File: config.mk
export PLATFORM = sky130hd
export DESIGN_NAME = l2_cache_sram_tag_interface
export DESIGN_NICKNAME = d
export VERILOG_FILES = /design/src/l2_cache_pkg.sv /design/src/l2_tag_compare.sv /design/src/l2_cache_sram_tag_interface.sv
export SDC_FILE = /design/constraint.sdc
export NUM_CORES = 1
export LEC_CHECK = 0
export BUFFER_PORTS_ARGS = -buffer_cell sky130_fd_sc_hd__buf_2
export CAP_MARGIN = 20
export CORE_MARGIN = 2
export CORE_UTILIZATION = 35
export DETAILED_ROUTE_END_ITERATION = 10
export GPL_ROUTABILITY_DRIVEN = 0
export PLACE_DENSITY_LB_ADDON = 0.15
export RECOVER_POWER = 50
export SYNTH_ARGS = -nofsm -noshare
export SYNTH_HDL_FRONTEND = slang
export SYNTH_SLANG_ARGS = --single-unit
File: constraint.sdc
create_clock -name sys_clk -period 2 [get_ports sys_clk]
set_input_delay 0.1 -clock sys_clk [delete_from_list [all_inputs] [get_ports sys_clk]]
set_output_delay 0.1 -clock sys_clk [all_outputs]
set_load 0.02 [all_outputs]
File: src/l2_cache_pkg.sv
// constants for the second-level cache sram and tag interface
// assumes a single 40 MHz host clock domain
package l2_cache_pkg;
  localparam int TAG_W       = 8;    // base tag bits
  localparam int TAG_EXT_W   = 3;    // extension tag bits
  localparam int LINE_QWORDS = 4;    // quadwords per cache line
  localparam int BE_W        = 8;    // host byte enables
  localparam int QCNT_W      = 2;    // quadword counter width
  localparam int CFG_W       = 2;    // cache_config width
  localparam int CFG_EXT_BIT = 0;    // extended_tag_enable position
  localparam int CFG_DRC_BIT = 1;    // dram cache enable position
  localparam logic [QCNT_W-1:0] QCNT_RST = 2'h0;
  localparam logic [QCNT_W-1:0] QCNT_LAST = 2'h3;
  localparam logic [TAG_EXT_W-1:0] EXT_ZERO = 3'h0;
  localparam logic [BE_W-1:0] BE_NONE = 8'hff;
  localparam logic [QCNT_W-1:0] QCNT_STEP = 2'h1;  // one quadword
  localparam logic STROBE_OFF = 1'h1;  // idle level of low strobes
  localparam logic FLAG_OFF   = 1'h0;  // cleared flag or released pin

  typedef enum logic [2:0] {
    ST_IDLE   = 3'b000,  // waiting for a request
    ST_LOOKUP = 3'b001,  // tag read and compare
    ST_READ   = 3'b010,  // burst read to processor
    ST_WRITE  = 3'b011,  // processor write hit
    ST_FILL   = 3'b100,  // line fill, tag write
    ST_INVAL  = 3'b101   // inquire invalidate, tag write
  } l2_state_t;
endpackage : l2_cache_pkg

File: src/l2_tag_compare.sv
// tag compare: matches the tag bus against the upper address bits
// assumes tag bits masked by the caller when the extension is off
`timescale 1ns/1ps
`default_nettype none
module l2_tag_compare
  import l2_cache_pkg::*;
#(
  parameter int W = TAG_W + TAG_EXT_W
) (
  input  wire logic [W-1:0] tagIn,    // tag read from tag ram
  input  wire logic [W-1:0] addrTag,  // expected tag from address
  input  wire logic         valid,    // line status valid bit
  output logic              hit       // match with valid status
);
  // per-bit equality, reduced below
  logic [W-1:0] bitEq;
  genvar i;
  generate
    for (i = 0; i < W; i++) begin : g_eq
      assign bitEq[i] = (tagIn[i] == addrTag[i]);
    end
  endgenerate
  assign hit = valid & (&bitEq);
endmodule // l2_tag_compare
`default_nettype wire

File: src/l2_cache_sram_tag_interface.sv
// second-level cache control: burst sram strobes and external tag bus
// assumes synchronous inputs on sys_clk, one request at a time
// Functional notes
// - asserting burst advance steps the data rams to the next quadword.
// - asserting the address strobe loads the sram address register.
// - chip select at the address strobe powers the cache up, else down.
// - output enable is asserted only while cache data goes to the bus.
// - global write writes every byte lane regardless of byte enables.
// - partial writes hold global write high and drive byte write low.
// - tag bus is input on processor access, output on fill and invalidate.
// - upper tag bits count only when the extended tag enable is set.
// - with the extension off the upper tag bits are held low internally.
// - extended tag and dram cache are never active together; here both bits set keep the extension on and raise cfgConflict.
// - tag write strobe stores the presented tag and state in the tag ram.
`timescale 1ns/1ps
`default_nettype none
module l2_cache_sram_tag_interface
  import l2_cache_pkg::*;
#(
  parameter int LINE_Q = LINE_QWORDS
) (
  input  wire logic                 sys_clk,           // host clock
  input  wire logic                 sys_rst,           // sync reset
  input  wire logic                 accReq,            // processor access
  input  wire logic                 accWrite,          // access is write
  input  wire logic                 accPartial,        // partial write
  input  wire logic                 accBurst,          // burst access
  input  wire logic                 fillReq,           // line fill request
  input  wire logic                 invalReq,          // inquire invalidate
  input  wire logic                 cacheEnable,       // cache present
  input  wire logic [CFG_W-1:0]     cache_config,      // config bits
  input  wire logic [TAG_W-1:0]     addrTag,           // address tag
  input  wire logic [TAG_EXT_W-1:0] addrTagExt,        // address ext tag
  input  wire logic                 lineValid,         // status valid
  input  wire logic [TAG_W-1:0]     tagBusIn,          // tag_bus pins in
  input  wire logic [TAG_EXT_W-1:0] tagBusExtIn,       // tag_bus_ext in
  output logic [TAG_W-1:0]          tagBusOut,         // tag_bus out
  output logic                      tagBusOe,          // tag_bus enable
  output logic [TAG_EXT_W-1:0]      tagBusExtOut,      // tag_bus_ext out
  output logic                      tagBusExtOe,       // ext enable
  output logic                      tag_write_n,       // tag write
  output logic                      sram_addr_strobe_n,   // sram ads
  output logic                      burst_advance_n,      // advance
  output logic                      sram_chip_select_n,   // chip sel
  output logic                      sram_output_enable_n, // oe
  output logic                      global_write_n,       // all lanes
  output logic                      byte_write_n,         // lane write
  output logic                      cacheHit,          // hit result
  output logic                      accDone,           // access finished
  output logic                      cfgConflict        // bad config seen
);
  // the quadword counter must wrap exactly at the end of a line
  if (LINE_Q != LINE_QWORDS) begin : g_bad_line
    $error("line length must equal the quadword counter range");
  end
  if ((1 << QCNT_W) != LINE_Q) begin : g_bad_qcnt
    $error("quadword counter width does not match the line length");
  end

  l2_state_t stateQ, stateD;
  logic [QCNT_W-1:0] qcntQ, qcntD;
  logic hitQ;
  logic [TAG_W-1:0] tagOutQ;
  logic [TAG_EXT_W-1:0] tagExtOutQ;
  logic tagOeQ, tagExtOeQ, twenQ, adsnQ, advnQ, csnQ, oenQ, gwnQ, bwnQ;
  logic doneQ, conflictQ;

  // configuration decode, extension wins over dram cache
  wire extReq    = cache_config[CFG_EXT_BIT];
  wire dramReq   = cache_config[CFG_DRC_BIT];
  wire extOn     = extReq;
  wire conflict  = extReq & dramReq;

  // upper tag bits forced low when the extension is off
  wire [TAG_EXT_W-1:0] extIn  = extOn ? tagBusExtIn : EXT_ZERO;
  wire [TAG_EXT_W-1:0] extAdr = extOn ? addrTagExt : EXT_ZERO;

  // tag compare on the sampled tag bus
  logic cmpHit;
  l2_tag_compare #(.W(TAG_W + TAG_EXT_W)) u_cmp (
    .tagIn   ({extIn, tagBusIn}),
    .addrTag ({extAdr, addrTag}),
    .valid   (lineValid),
    .hit     (cmpHit)
  );

  // state and quadword decode
  wire lastQ     = (qcntQ == QCNT_LAST);
  wire inIdle    = (stateQ == ST_IDLE);
  wire startAcc  = inIdle & cacheEnable & accReq;
  wire startFill = inIdle & cacheEnable & fillReq & ~accReq;
  wire startInv  = inIdle & cacheEnable & invalReq & ~accReq & ~fillReq;

  // next state
  always_comb begin
    stateD = stateQ;
    qcntD  = qcntQ;
    unique case (stateQ)
      ST_IDLE: begin
        qcntD = QCNT_RST;
        if (startAcc)
          stateD = ST_LOOKUP;
        else if (startFill)
          stateD = ST_FILL;
        else if (startInv)
          stateD = ST_INVAL;
      end
      ST_LOOKUP: begin
        if (!cmpHit)
          stateD = ST_IDLE;
        else if (accWrite)
          stateD = ST_WRITE;
        else
          stateD = ST_READ;
      end
      ST_READ, ST_WRITE, ST_FILL: begin
        qcntD = qcntQ + QCNT_STEP;
        if (lastQ || (!accBurst && stateQ != ST_FILL))
          stateD = ST_IDLE;
      end
      ST_INVAL: stateD = ST_IDLE;
      default:  stateD = ST_IDLE;
    endcase
  end

  // output decode, all active low strobes
  wire inRead  = (stateD == ST_READ);
  wire inWrite = (stateD == ST_WRITE);
  wire inFill  = (stateD == ST_FILL);
  wire inInv   = (stateD == ST_INVAL);
  wire ramData = inRead | inWrite | inFill;
  wire firstQ  = (stateQ == ST_LOOKUP) | (inIdle & inFill);
  // chip select asserted on access start, even if the lookup then misses, and on every data cycle
  wire csnD    = ~((inIdle & startAcc) | ramData);
  // address strobe on access start and on fill start
  wire adsnD   = ~((inIdle & startAcc) | (inIdle & inFill));
  // advance on each later quadword of the line
  wire advnD   = ~(ramData & ~firstQ);
  wire oenD    = ~inRead;
  wire fullWr  = (inWrite & ~accPartial) | inFill;
  wire gwnD    = ~fullWr;
  wire bwnD    = ~(inWrite & accPartial);
  wire drive   = inFill | inInv;
  wire twenD   = ~(drive & (firstQ | inInv));

  // state register
  always_ff @(posedge sys_clk) begin
    if (sys_rst)
      stateQ <= ST_IDLE;
    else
      stateQ <= stateD;
  end

  // quadword counter within the line
  always_ff @(posedge sys_clk) begin
    if (sys_rst)
      qcntQ <= QCNT_RST;
    else
      qcntQ <= qcntD;
  end

  // sram address strobe
  always_ff @(posedge sys_clk) begin
    if (sys_rst)
      adsnQ <= STROBE_OFF;
    else
      adsnQ <= adsnD;
  end

  // burst advance, later quadwords only
  always_ff @(posedge sys_clk) begin
    if (sys_rst)
      advnQ <= STROBE_OFF;
    else
      advnQ <= advnD;
  end

  // sram chip select
  always_ff @(posedge sys_clk) begin
    if (sys_rst)
      csnQ <= STROBE_OFF;
    else
      csnQ <= csnD;
  end

  // sram output enable, read data cycles only
  always_ff @(posedge sys_clk) begin
    if (sys_rst)
      oenQ <= STROBE_OFF;
    else
      oenQ <= oenD;
  end

  // global write, all lanes
  always_ff @(posedge sys_clk) begin
    if (sys_rst)
      gwnQ <= STROBE_OFF;
    else
      gwnQ <= gwnD;
  end

  // byte write, lanes chosen by the host byte enables
  always_ff @(posedge sys_clk) begin
    if (sys_rst)
      bwnQ <= STROBE_OFF;
    else
      bwnQ <= bwnD;
  end

  // tag bus output enable on fill and invalidate
  always_ff @(posedge sys_clk) begin
    if (sys_rst)
      tagOeQ <= FLAG_OFF;
    else
      tagOeQ <= drive;
  end

  // extension output enable, only with the extension on
  always_ff @(posedge sys_clk) begin
    if (sys_rst)
      tagExtOeQ <= FLAG_OFF;
    else
      tagExtOeQ <= drive & extOn;
  end

  // new tag on fill, zero tag on invalidate
  always_ff @(posedge sys_clk) begin
    if (sys_rst)
      tagOutQ <= '0;
    else
      tagOutQ <= inFill ? addrTag : '0;
  end

  // extension tag, held low while the extension is off
  always_ff @(posedge sys_clk) begin
    if (sys_rst)
      tagExtOutQ <= EXT_ZERO;
    else
      tagExtOutQ <= inFill ? extAdr : EXT_ZERO;
  end

  // tag write strobe
  always_ff @(posedge sys_clk) begin
    if (sys_rst)
      twenQ <= STROBE_OFF;
    else
      twenQ <= twenD;
  end

  // hit result of the last lookup
  always_ff @(posedge sys_clk) begin
    if (sys_rst)
      hitQ <= FLAG_OFF;
    else
      hitQ <= (stateQ == ST_LOOKUP) ? cmpHit : hitQ;
  end

  // one-cycle done pulse on return to idle
  always_ff @(posedge sys_clk) begin
    if (sys_rst)
      doneQ <= FLAG_OFF;
    else
      doneQ <= ~inIdle & (stateD == ST_IDLE);
  end

  // both configuration functions requested
  always_ff @(posedge sys_clk) begin
    if (sys_rst)
      conflictQ <= FLAG_OFF;
    else
      conflictQ <= conflict;
  end

  assign tagBusOut            = tagOutQ;
  assign tagBusOe             = tagOeQ;
  assign tagBusExtOut         = tagExtOutQ;
  assign tagBusExtOe          = tagExtOeQ;
  assign tag_write_n          = twenQ;
  assign sram_addr_strobe_n   = adsnQ;
  assign burst_advance_n      = advnQ;
  assign sram_chip_select_n   = csnQ;
  assign sram_output_enable_n = oenQ;
  assign global_write_n       = gwnQ;
  assign byte_write_n         = bwnQ;
  assign cacheHit             = hitQ;
  assign accDone              = doneQ;
  assign cfgConflict          = conflictQ;
endmodule // l2_cache_sram_tag_interface
`default_nettype wire

==> flow_metrics.py, run 1 <==
metrics = {
    "placement": {
        "dp_worst_setup_slack_ns": -0.0404,
        "port_buffers": 56,
        "hpwl_um": 2080,
    },
    "clock_tree": {
        "clkLatencyLatePin_ns": 0.33,
        "clk_pin_slew_ns": 0.15,
        "clock_path_buffers": 2,
        "cts_sinks": 28,
        "cts_tree": "built",
        "cts-root-buf": "clkbuf_4",
        "cts_inserted_buffers": 3,
        "h-tree-depth": 1,
    },
    "synth": {
        "ys_seq_area_share_pct": 48.3,
        "ys_ff_latch": 28,
        "synth_top_cells_by_area": "dfxtp_1 (48%), xnor2_1 (6.0%), and2_1 (4.8%)",
        "ys_async_sr_fraction_pct": 0,
        "yosys.area.top_type": "dfxtp_1",
        "synth_top_area_share_pct": 48.3,
        "syn-num-nets": 152,
        "syn_inst": 117,
        "ys_warn_count": 0,
        "synthDistinctLibCells": 44,
        "synth_edf_count": 0,
        "syn_area_um2": 1160,
        "avgSynthCellArea_um2": 9.92,
        "synth_flop_cell": "dfxtp_1",
    },
    "cells_and_area": {
        "n_antenna_cell": 0,
        "drive_gt1_share_pct": 33.3,
        "syn2layout_area_growth_pct": 51.2,
        "nets": 237,
        "fill_cells": 312,
    },
    "critical_path": {
        "startpoint_type": "flip-flop",
        "arrival_ns": 2.24,
        "r2r-end": "tagBusExtOut[2]",
        "crit_path_top_delay_cell": "or4b_4",
        "crit_chain": "or4b_4 > or4_4 > a211oi_4 > buf_6 > and3_1",
        "path_buf_inv": 1,
        "critical-path-top-delay-family": "simple AND/OR/NAND/NOR gates",
        "cp-end-kind": "flip-flop",
        "required_ns": 2.29,
        "path_class": "flip-flop to flip-flop",
        "crit_path_max_incr_delay_ns": 0.53,
        "critical_path.max_fanout": 6,
        "reg2reg_depth": 5,
        "r2r-start": "stateQ[2]",
        "r2r_slack_ns": 0.05,
    },
    "floorplan": {
        "io_pins": 57,
        "row_count": 20,
        "die_area_um2": 3790,
        "dieWidth_um": 61.6,
        "dieHeight_um": 61.6,
        "fp.coreArea_um2": 3100,
        "initial_core_util_pct": 37.4,
    },
    "hold_path": {
        "hp-class": "input port to flip-flop",
        "holdPathStages": 2,
        "min_to": "tagBusOut[4]",
        "min-delay-start": "addrTag[4]",
    },
    "timing": {
        "final.min_clock_period_ns": 1.95,
        "finalHoldViolations": 0,
        "fin_setup_tns_ns": 0,
        "fin_ws_ns": 0.0455,
        "skew_ns": 0.00247,
        "hold_ws_ns": 0.00925,
        "max_freq_mhz": 512,
        "worst_pin_slew_ns": 0.441,
        "rsz0062_at_grt": "yes",
        "maxSlewHeadroom_pct": 70.3,
        "setup_viol_count_final": 0,
        "slew_viol_final": 0,
        "period_share_pct": 97.7,
    },
    "global_route": {
        "grt_use_met2_pct": 27.7,
        "track_usage_pct": 16.6,
        "grt_use_met3_pct": 3.99,
        "grt-ovfl-total": 0,
        "gr-max-usage-layer": "met2",
        "grt_pass1_wl_um": 4690,
        "grt_max_degree": 19,
        "grt_pass1_vias": 1079,
        "met1_usage_pct": 21.0,
        "antenna_found_initial": 0,
    },
    "route": {
        "dr_total_vias": 1152,
        "drtAntennaViolNets": 0,
        "vias_per_cell": 4.70,
        "drt_wl_total_um": 2900,
        "firstDrtPassIters": 4,
        "drc": 0,
        "routedWlPerCell_um": 11.8,
        "drtIter0Drc": 31,
    },
    "power": {
        "power.total_mw": 1.09,
        "powerDensity_nw_per_um2": 619,
        "peakVddDrop_mv": 0.272,
        "p_leak_nw": 0.763,
    },
    "flow_run": {
        "cap_violations": 0,
    },
    "outcome": {
        "outcome": "finished, final reports clean",
    },
}
cells by family after synthesis:
group	count (synthesis)	synth area share, %
buf+inv	9	3.88
xor+xnor	10	7.54
mux	2	1.83
compound gates	18	11.2
fa+ha+maj	1	1.08
simple gates	49	26.2
flops	28	48.3
Yosys cell counts (2+ instances only):
cell type and instances:
dfxtp_1 28, and2_1 9, nor2_1 9, xnor2_1 8
a21oi_1 6, inv_1 5, nand4_1 5, and3_1 3
nor3_1 3, nor4_1 3, nand2_1 2, nand2b_1 2
nor2b_1 2, xor2_1 2
worst max path at each step:
| stage | from | endpoint | slack, ns | depth (start not counted) |
|---|---|---|---|---|
| 3_3_place_gp | qcntQ[0] | tagBusExtOut[0] | -0.0009 | 6 |
| 6_report | stateQ[2] | tagBusExtOut[2] | 0.05 | 5 |
| 2_1_floorplan | stateQ[1] | tagBusExtOut[1] | -0.05 | 6 |
| 5_1_grt | stateQ[2] | tagBusExtOut[0] | -0.06 | 5 |
| 3_5_place_dp | qcntQ[0] | tagBusExtOut[0] | -0.04 | 6 |
| 4_1_cts | stateQ[2] | tagBusExtOut[0] | 0.03 | 5 |
registers in the layout, summed over array words and instances, names as in the netlist:
signal and count:
sram_chip_select_n 1, qcntQ 2, cacheHit 1, stateQ 3, byte_write_n 1, sram_output_enable_n 1
tag_write_n 1, tagBusExtOe 1, tagBusOe 1, burst_advance_n 1, accDone 1, tagBusExtOut 3
sram_addr_strobe_n 1, cfgConflict 1, tagBusOut 8, global_write_n 1
metrics by stage:
step	std cells	utilization (%)	area [µm²]
finish	245	56.6	1760
global route	245	56.6	1760
floorplan	117	-	1160
CTS	243	56.4	1750
global placement	225	50.3	1560
detailed placement	225	50.3	1560
placed cells by master (no fill, tap or decap), drive strengths merged, types with 2 or more instances in the layout:
cell type / synthesis / routed
buf: 3 / 53
dfxtp: 28 / 28
clkbuf: 1 / 22
dlygate4sd3: 0 / 13
nor2: 9 / 9
and2: 9 / 9
xnor2: 8 / 8
a21oi: 6 / 6
inv: 5 / 5
nand4: 5 / 5
and3: 3 / 3
nor3: 3 / 3
nor4: 3 / 3
or4b: 2 / 2
or4: 2 / 2
nand2b: 2 / 2
xor2: 2 / 2
nor2b: 2 / 2
nand2: 2 / 2
a211oi: 2 / 2
routing by layer:
| metal | share of wire (%) | wire length, µm | up-vias |
|---|---|---|---|
| li1 | - | - | 585 |
| met1 | 44 | 1260 | 520 |
| met2 | 49 | 1410 | 42 |
| met3 | 6.2 | 180 | 5 |
| met4 | 1.3 | 37 | 0 |
| met5 | 0 | 0 | - |
report_power, final:
part | internal (mW) | switching (mW)
clock network | 0.112 | 0.166
registers | 0.581 | 0.00688
logic | 0.114 | 0.108
final cells by class:
class | instances | area, µm² | area share, %
tap | 44 | 55.1 | 3.14
clock buffer | 4 | 36.3 | 2.07
timing repair buffer | 84 | 504 | 28.7
sequential | 28 | 563 | 32.1
inverter | 5 | 18.8 | 1.07
multi-input combinational | 80 | 578 | 32.9
repair_timing:
item / CTS / global route
cloned: 1 / 0
setup buffers: 2 / 0
gates resized for setup: 8 / 2
endpoints found under the hold margin: 10 / 2
pin swaps: 3 / 1
hold buffers: 11 / 2
endpoints found under the setup margin: 12 / 14
Note: power is estimated with default switching activity, not from simulation.
==> run 2, diff against run 1 <==
--- a/config.mk
+++ b/config.mk
@@ -11,7 +11,7 @@
 export CORE_UTILIZATION = 35
 export DETAILED_ROUTE_END_ITERATION = 10
 export GPL_ROUTABILITY_DRIVEN = 0
-export PLACE_DENSITY_LB_ADDON = 0.15
+export PLACE_DENSITY = 0.66
 export RECOVER_POWER = 50
 export SYNTH_ARGS = -nofsm -noshare
 export SYNTH_HDL_FRONTEND = slang
==> run 2 against run 1 <==
The run now ends with negative setup slack left. Flip-flop and latch count did not move. Clock power barely moved. Largest cell class unchanged. Setup slack worse by 0.10 ns.
==> flow_metrics.py, run 2 (synthesis results as in run 1) <==
metrics = {
    "outcome": {
        "outcome": "finished, violations left",
        "violations": "negative setup slack",
    },
    "cells_and_area": {
        "layout_common_cells": "buf_2 (38), dfxtp_1 (26), clkbuf_1 (18)",
        "drive_gt1_share_pct": 32.3,
        "final_cells": 242,
        "n_antenna_cell": 0,
        "nets": 234,
        "layout.cells.most_common": "buf_2",
        "syn2layout_area_growth_pct": 48.9,
        "largest_reg_flops": 8,
    },
    "route": {
        "drtAntennaViolNets": 0,
        "dr_total_vias": 1155,
        "drc": 0,
        "drt_wl_total_um": 2980,
        "routedWlPerCell_um": 12.3,
        "vias_per_cell": 4.77,
        "firstDrtPassIters": 4,
        "drtIter0Drc": 38,
    },
    "timing": {
        "final.min_clock_period_ns": 2.05,
        "rsz0062_at_grt": "yes",
        "slew_viol_final": 0,
        "finalHoldViolations": 0,
        "skew_ns": 0.00359,
        "maxSlewHeadroom_pct": 67.7,
        "setup_viol_count_final": 12,
        "fin_ws_ns": -0.0545,
        "worst_pin_slew_ns": 0.481,
        "period_share_pct": 103,
        "max_freq_mhz": 487,
    },
    "critical_path": {
        "path_class": "flip-flop to flip-flop",
        "required_ns": 2.29,
        "crit_path_max_incr_delay_ns": 0.53,
        "startpoint_type": "flip-flop",
        "cp-end-kind": "flip-flop",
        "path_buf_inv": 1,
        "critical-path-top-delay-family": "simple AND/OR/NAND/NOR gates",
        "arrival_ns": 2.35,
        "r2r_slack_ns": -0.05,
        "critical_path.max_fanout": 6,
        "crit_chain": "or4b_4 > or4_4 > a211oi_4 > buf_6 > and3_1",
        "crit_path_top_delay_cell": "or4b_4",
    },
    "floorplan": {
        "die_area_um2": 3790,
        "row_count": 20,
        "dieWidth_um": 61.6,
        "fp.coreArea_um2": 3100,
        "dieHeight_um": 61.6,
        "initial_core_util_pct": 37.4,
        "io_pins": 57,
    },
    "clock_tree": {
        "cts-root-buf": "clkbuf_4",
        "h-tree-depth": 1,
        "clk_pin_slew_ns": 0.15,
        "clock_path_buffers": 2,
        "cts_sinks": 28,
        "cts_inserted_buffers": 3,
        "clkLatencyLatePin_ns": 0.34,
        "cts_tree": "built",
    },
    "global_route": {
        "grt_pass1_vias": 1185,
        "grt_max_degree": 19,
        "track_usage_pct": 16.8,
        "grt-ovfl-total": 0,
        "grt_pass1_wl_um": 4700,
        "antenna_found_initial": 0,
    },
    "placement": {
        "hpwl_um": 2150,
        "port_buffers": 56,
        "place_inst": 223,
        "dp_worst_setup_slack_ns": -0.0728,
    },
    "flow_run": {
        "cap_violations": 0,
    },
    "power": {
        "power.total_mw": 1.09,
        "powerDensity_nw_per_um2": 628,
        "peakVddDrop_mv": 0.247,
        "p_leak_nw": 0.752,
    },
    "hold_path": {
        "hp-class": "input port to flip-flop",
    },
}
## run 2: changes by cell type in the layout (fill, tap and decap cells not counted), sizes merged
cell         delta
buf             -2
dlygate4sd3     -1
## run 2: worst register-to-register path: cells and delay by family, from the launching register on
kind	cells	cell delay (ns)
and+or+nand+nor	3	1.20
DFF	1	0.35
buffers and inverters	1	0.16
AOI/OAI and AO/OA	1	0.30
## run 2: stage by stage
stage                     hold slack (ns)  setup TNS, ns  utilization (%)  instance area, µm²
after floorplan                     0.200         -0.256                -                1160
after global placement              0.330        -0.0945             49.8                1550
after detailed placement            0.339         -0.655             49.8                1550
after CTS                         0.00835         -0.367             56.0                1740
after global routing              0.00939         -0.911             55.7                1730
final                              0.0150         -0.342             55.7                1730
## run 2: final timing paths
kind,startpoint,to,cells after the start
setup reg to reg,stateQ[2],tagBusExtOut[2],5
hold reg to reg,cacheHit,cacheHit,2
hold / removal,addrTagExt[0],tagBusExtOut[0],2
setup / recovery,stateQ[2],tagBusExtOut[2],5
## run 2: final cells by class
cell class | instances | area (µm²)
Tap cell | 44 | 55.1
Sequential cell | 28 | 563
Inverter | 5 | 18.8
Timing Repair Buffer | 81 | 483
Clock buffer | 4 | 36.3
Fill cell | 309 | 1370
Multi-Input combinational cell | 80 | 573
## run 2: routing by layer
| metal | share of wire (%) | routed length (µm) | global-route usage [%] |
|---|---|---|---|
| met3 | 6.3 | 189 | 2.52 |
| met5 | 0 | 0 | 0 |
| met4 | 2.4 | 71 | 10.6 |
| met2 | 48 | 1420 | 29.6 |
| met1 | 44 | 1300 | 18.8 |
## run 2: where the power goes
part,internal (mW),leakage [nW],switching [mW]
Combinational,0.110,0.502,0.109
Clock,0.112,0.0210,0.169
Sequential,0.580,0.229,0.00702
Total,0.802,0.752,0.284
## run 2: timing repair
action                     CTS  global route
hold buffers                12             0
setup buffers                1             1
pin swaps                    2             0
gates cloned                 1             0
setup endpoints to repair   12            13
resized for setup            8             2
hold endpoints to repair    11             0
==> run 3, diff against run 2 <==
--- a/config.mk
+++ b/config.mk
@@ -5,13 +5,13 @@
 export SDC_FILE = /design/constraint.sdc
 export NUM_CORES = 1
 export LEC_CHECK = 0
-export BUFFER_PORTS_ARGS = -buffer_cell sky130_fd_sc_hd__buf_2
 export CAP_MARGIN = 20
 export CORE_MARGIN = 2
 export CORE_UTILIZATION = 35
 export DETAILED_ROUTE_END_ITERATION = 10
+export DONT_BUFFER_PORTS = 1
 export GPL_ROUTABILITY_DRIVEN = 0
-export PLACE_DENSITY = 0.66
+export GPL_TIMING_DRIVEN = 0
 export RECOVER_POWER = 50
 export SYNTH_ARGS = -nofsm -noshare
 export SYNTH_HDL_FRONTEND = slang
==> run 3 against run 2 <==
The run ends with negative hold slack, negative setup slack left. Critical path depth stayed put. Global-route usage fell by 1.4 points. Clock skew rose by 0.00061 ns. Count of clock-buffer cells in the layout did not move. Critical endpoint is now tagBusExtOut[1]. Critical path type unchanged.
==> flow_metrics.py, run 3 (synthesis results as in run 1) <==
metrics = {
    "clock_tree": {
        "clkLatencyLatePin_ns": 0.32,
        "cts_sinks": 28,
        "cts_inserted_buffers": 3,
        "h-tree-depth": 1,
        "clk_pin_slew_ns": 0.14,
        "cts-root-buf": "clkbuf_4",
        "cts_tree": "built",
        "clock_path_buffers": 2,
    },
    "timing": {
        "slew_viol_final": 0,
        "setup_viol_count_final": 12,
        "fin_setup_tns_ns": -1.27,
        "period_share_pct": 107,
        "max_freq_mhz": 466,
        "maxSlewHeadroom_pct": 62.6,
        "worst_pin_slew_ns": 0.556,
        "rsz0062_at_grt": "yes",
        "hold_ws_ns": -0.106,
        "fin_ws_ns": -0.144,
        "final.min_clock_period_ns": 2.14,
        "finalHoldViolations": 4,
        "skew_ns": 0.00421,
    },
    "route": {
        "dr_total_vias": 953,
        "vias_per_cell": 5.15,
        "drtIter0Drc": 20,
        "drc": 0,
        "drtAntennaViolNets": 0,
        "routedWlPerCell_um": 14.7,
        "drt_wl_total_um": 2720,
        "firstDrtPassIters": 4,
    },
    "floorplan": {
        "initial_core_util_pct": 37.4,
        "dieHeight_um": 61.6,
        "io_pins": 57,
        "fp.coreArea_um2": 3100,
        "dieWidth_um": 61.6,
        "die_area_um2": 3790,
        "row_count": 20,
    },
    "critical_path": {
        "required_ns": 2.28,
        "crit_chain": "or4b_4 > or4_4 > a211oi_4 > buf_6 > and3_4",
        "reg2reg_depth": 5,
        "r2r-start": "stateQ[2]",
        "critical-path-top-delay-family": "simple AND/OR/NAND/NOR gates",
        "crit_path_max_incr_delay_ns": 0.54,
        "r2r-end": "tagBusExtOut[1]",
        "cp-end-kind": "flip-flop",
        "arrival_ns": 2.42,
        "crit_path_top_delay_cell": "or4b_4",
        "cp.depth": 5,
        "startpoint_type": "flip-flop",
        "r2r_slack_ns": -0.14,
        "crit_path_start": "stateQ[2]",
        "path_buf_inv": 1,
        "crit_end": "tagBusExtOut[1]",
        "critical_path.max_fanout": 5,
        "path_class": "flip-flop to flip-flop",
    },
    "hold_path": {
        "min-delay-start": "cache_config[0]",
        "hp-class": "input port to flip-flop",
    },
    "global_route": {
        "antenna_found_initial": 0,
        "grt_max_degree": 16,
        "track_usage_pct": 15.4,
        "grt_pass1_vias": 927,
        "grt-ovfl-total": 0,
        "grt_pass1_wl_um": 4240,
    },
    "flow_run": {
        "cap_violations": 0,
    },
    "cells_and_area": {
        "n_antenna_cell": 0,
        "largest_reg_flops": 8,
        "drive_gt1_share_pct": 19.1,
        "final_cells": 185,
        "layout.cells.most_common": "dfxtp_1",
        "syn2layout_area_growth_pct": 28.1,
        "layout_common_cells": "dfxtp_1 (24), dlygate4sd3_1 (14), nor2_1 (9)",
        "nets": 177,
        "fin_util_pct": 47.9,
        "fill_cells": 316,
    },
    "power": {
        "p_comb_share_pct": 14.1,
        "powerDensity_nw_per_um2": 689,
        "p_leak_nw": 0.572,
        "p_sw_share_pct": 24.5,
        "power.switching_uw": 251,
        "peakVddDrop_mv": 0.227,
        "p_int_uw": 773,
        "power_frac_seq_pct": 59.7,
        "p_clk_share_pct": 26.2,
    },
    "outcome": {
        "outcome": "finished, violations left",
        "violations": "negative hold slack, negative setup slack",
    },
    "placement": {
        "hpwl_um": 1930,
        "port_buffers": 0,
        "place_inst": 161,
    },
}
-- run 3: changes by cell type in the layout (fill, tap and decap cells not counted), moves of 2 or more --
cell / change
dfxtp_1: -2
buf_4: -5
dlygate4sd3_1: +2
buf_2: -38
clkbuf_1: -17
dfxtp_4: +2
-- run 3: timing repair --
item,CTS,global route
setup buffers,6,0
hold endpoints to repair,16,4
endpoints found under the setup margin,12,13
gates resized for setup,12,4
gates cloned,1,0
hold buffers,13,1
pin swaps,3,3
-- run 3: per-stage QoR --
stage               total power [mW]  worst slack, ns  instance area [µm²]
detailed placement             0.723           -0.222                 1220
global placement               0.719           -0.203                 1220
CTS                             1.03           -0.144                 1460
floorplan                      0.702          -0.0547                 1160
global route                    1.08           -0.196                 1490
finish                          1.02           -0.144                 1490
-- run 3: cell type report --
type	count	area, µm²	share of cell area (%)
plain buffers	3	18.8	1.26
clock buffers	4	36.3	2.44
inverters	5	18.8	1.26
multi-input cells	80	592	39.8
repair buffers	21	196	13.2
well taps	44	55.1	3.70
flip-flops and latches	28	571	38.4
-- run 3: power groups by stage --
stage	clock network (mW)	logic (mW)	registers [mW]
2_1_floorplan	0	0.0782	0.624
3_3_place_gp	0	0.0910	0.628
3_5_place_dp	0	0.0939	0.629
4_1_cts	0.280	0.140	0.613
5_1_grt	0.306	0.159	0.615
6_report	0.268	0.145	0.612
-- run 3: routing by layer --
layer	vias to the layer above	track usage, %	share of wire [%]
met2	30	28.7	53
li1	463	-	-
met3	2	3.36	6.1
met5	-	0	0
met1	458	16.6	40
met4	0	6.38	0.99
-- run 3: how the worst min path moves through the flow --
stage	to	slack [ns]	depth (start not counted)
floorplan	sram_addr_strobe_n	0.20	1
global placement	sram_addr_strobe_n	0.21	1
detailed placement	sram_addr_strobe_n	0.21	1
CTS	tagBusExtOe	-0.11	1
global route	tagBusExtOe	-0.13	1
finish	tagBusExtOe	-0.11	1
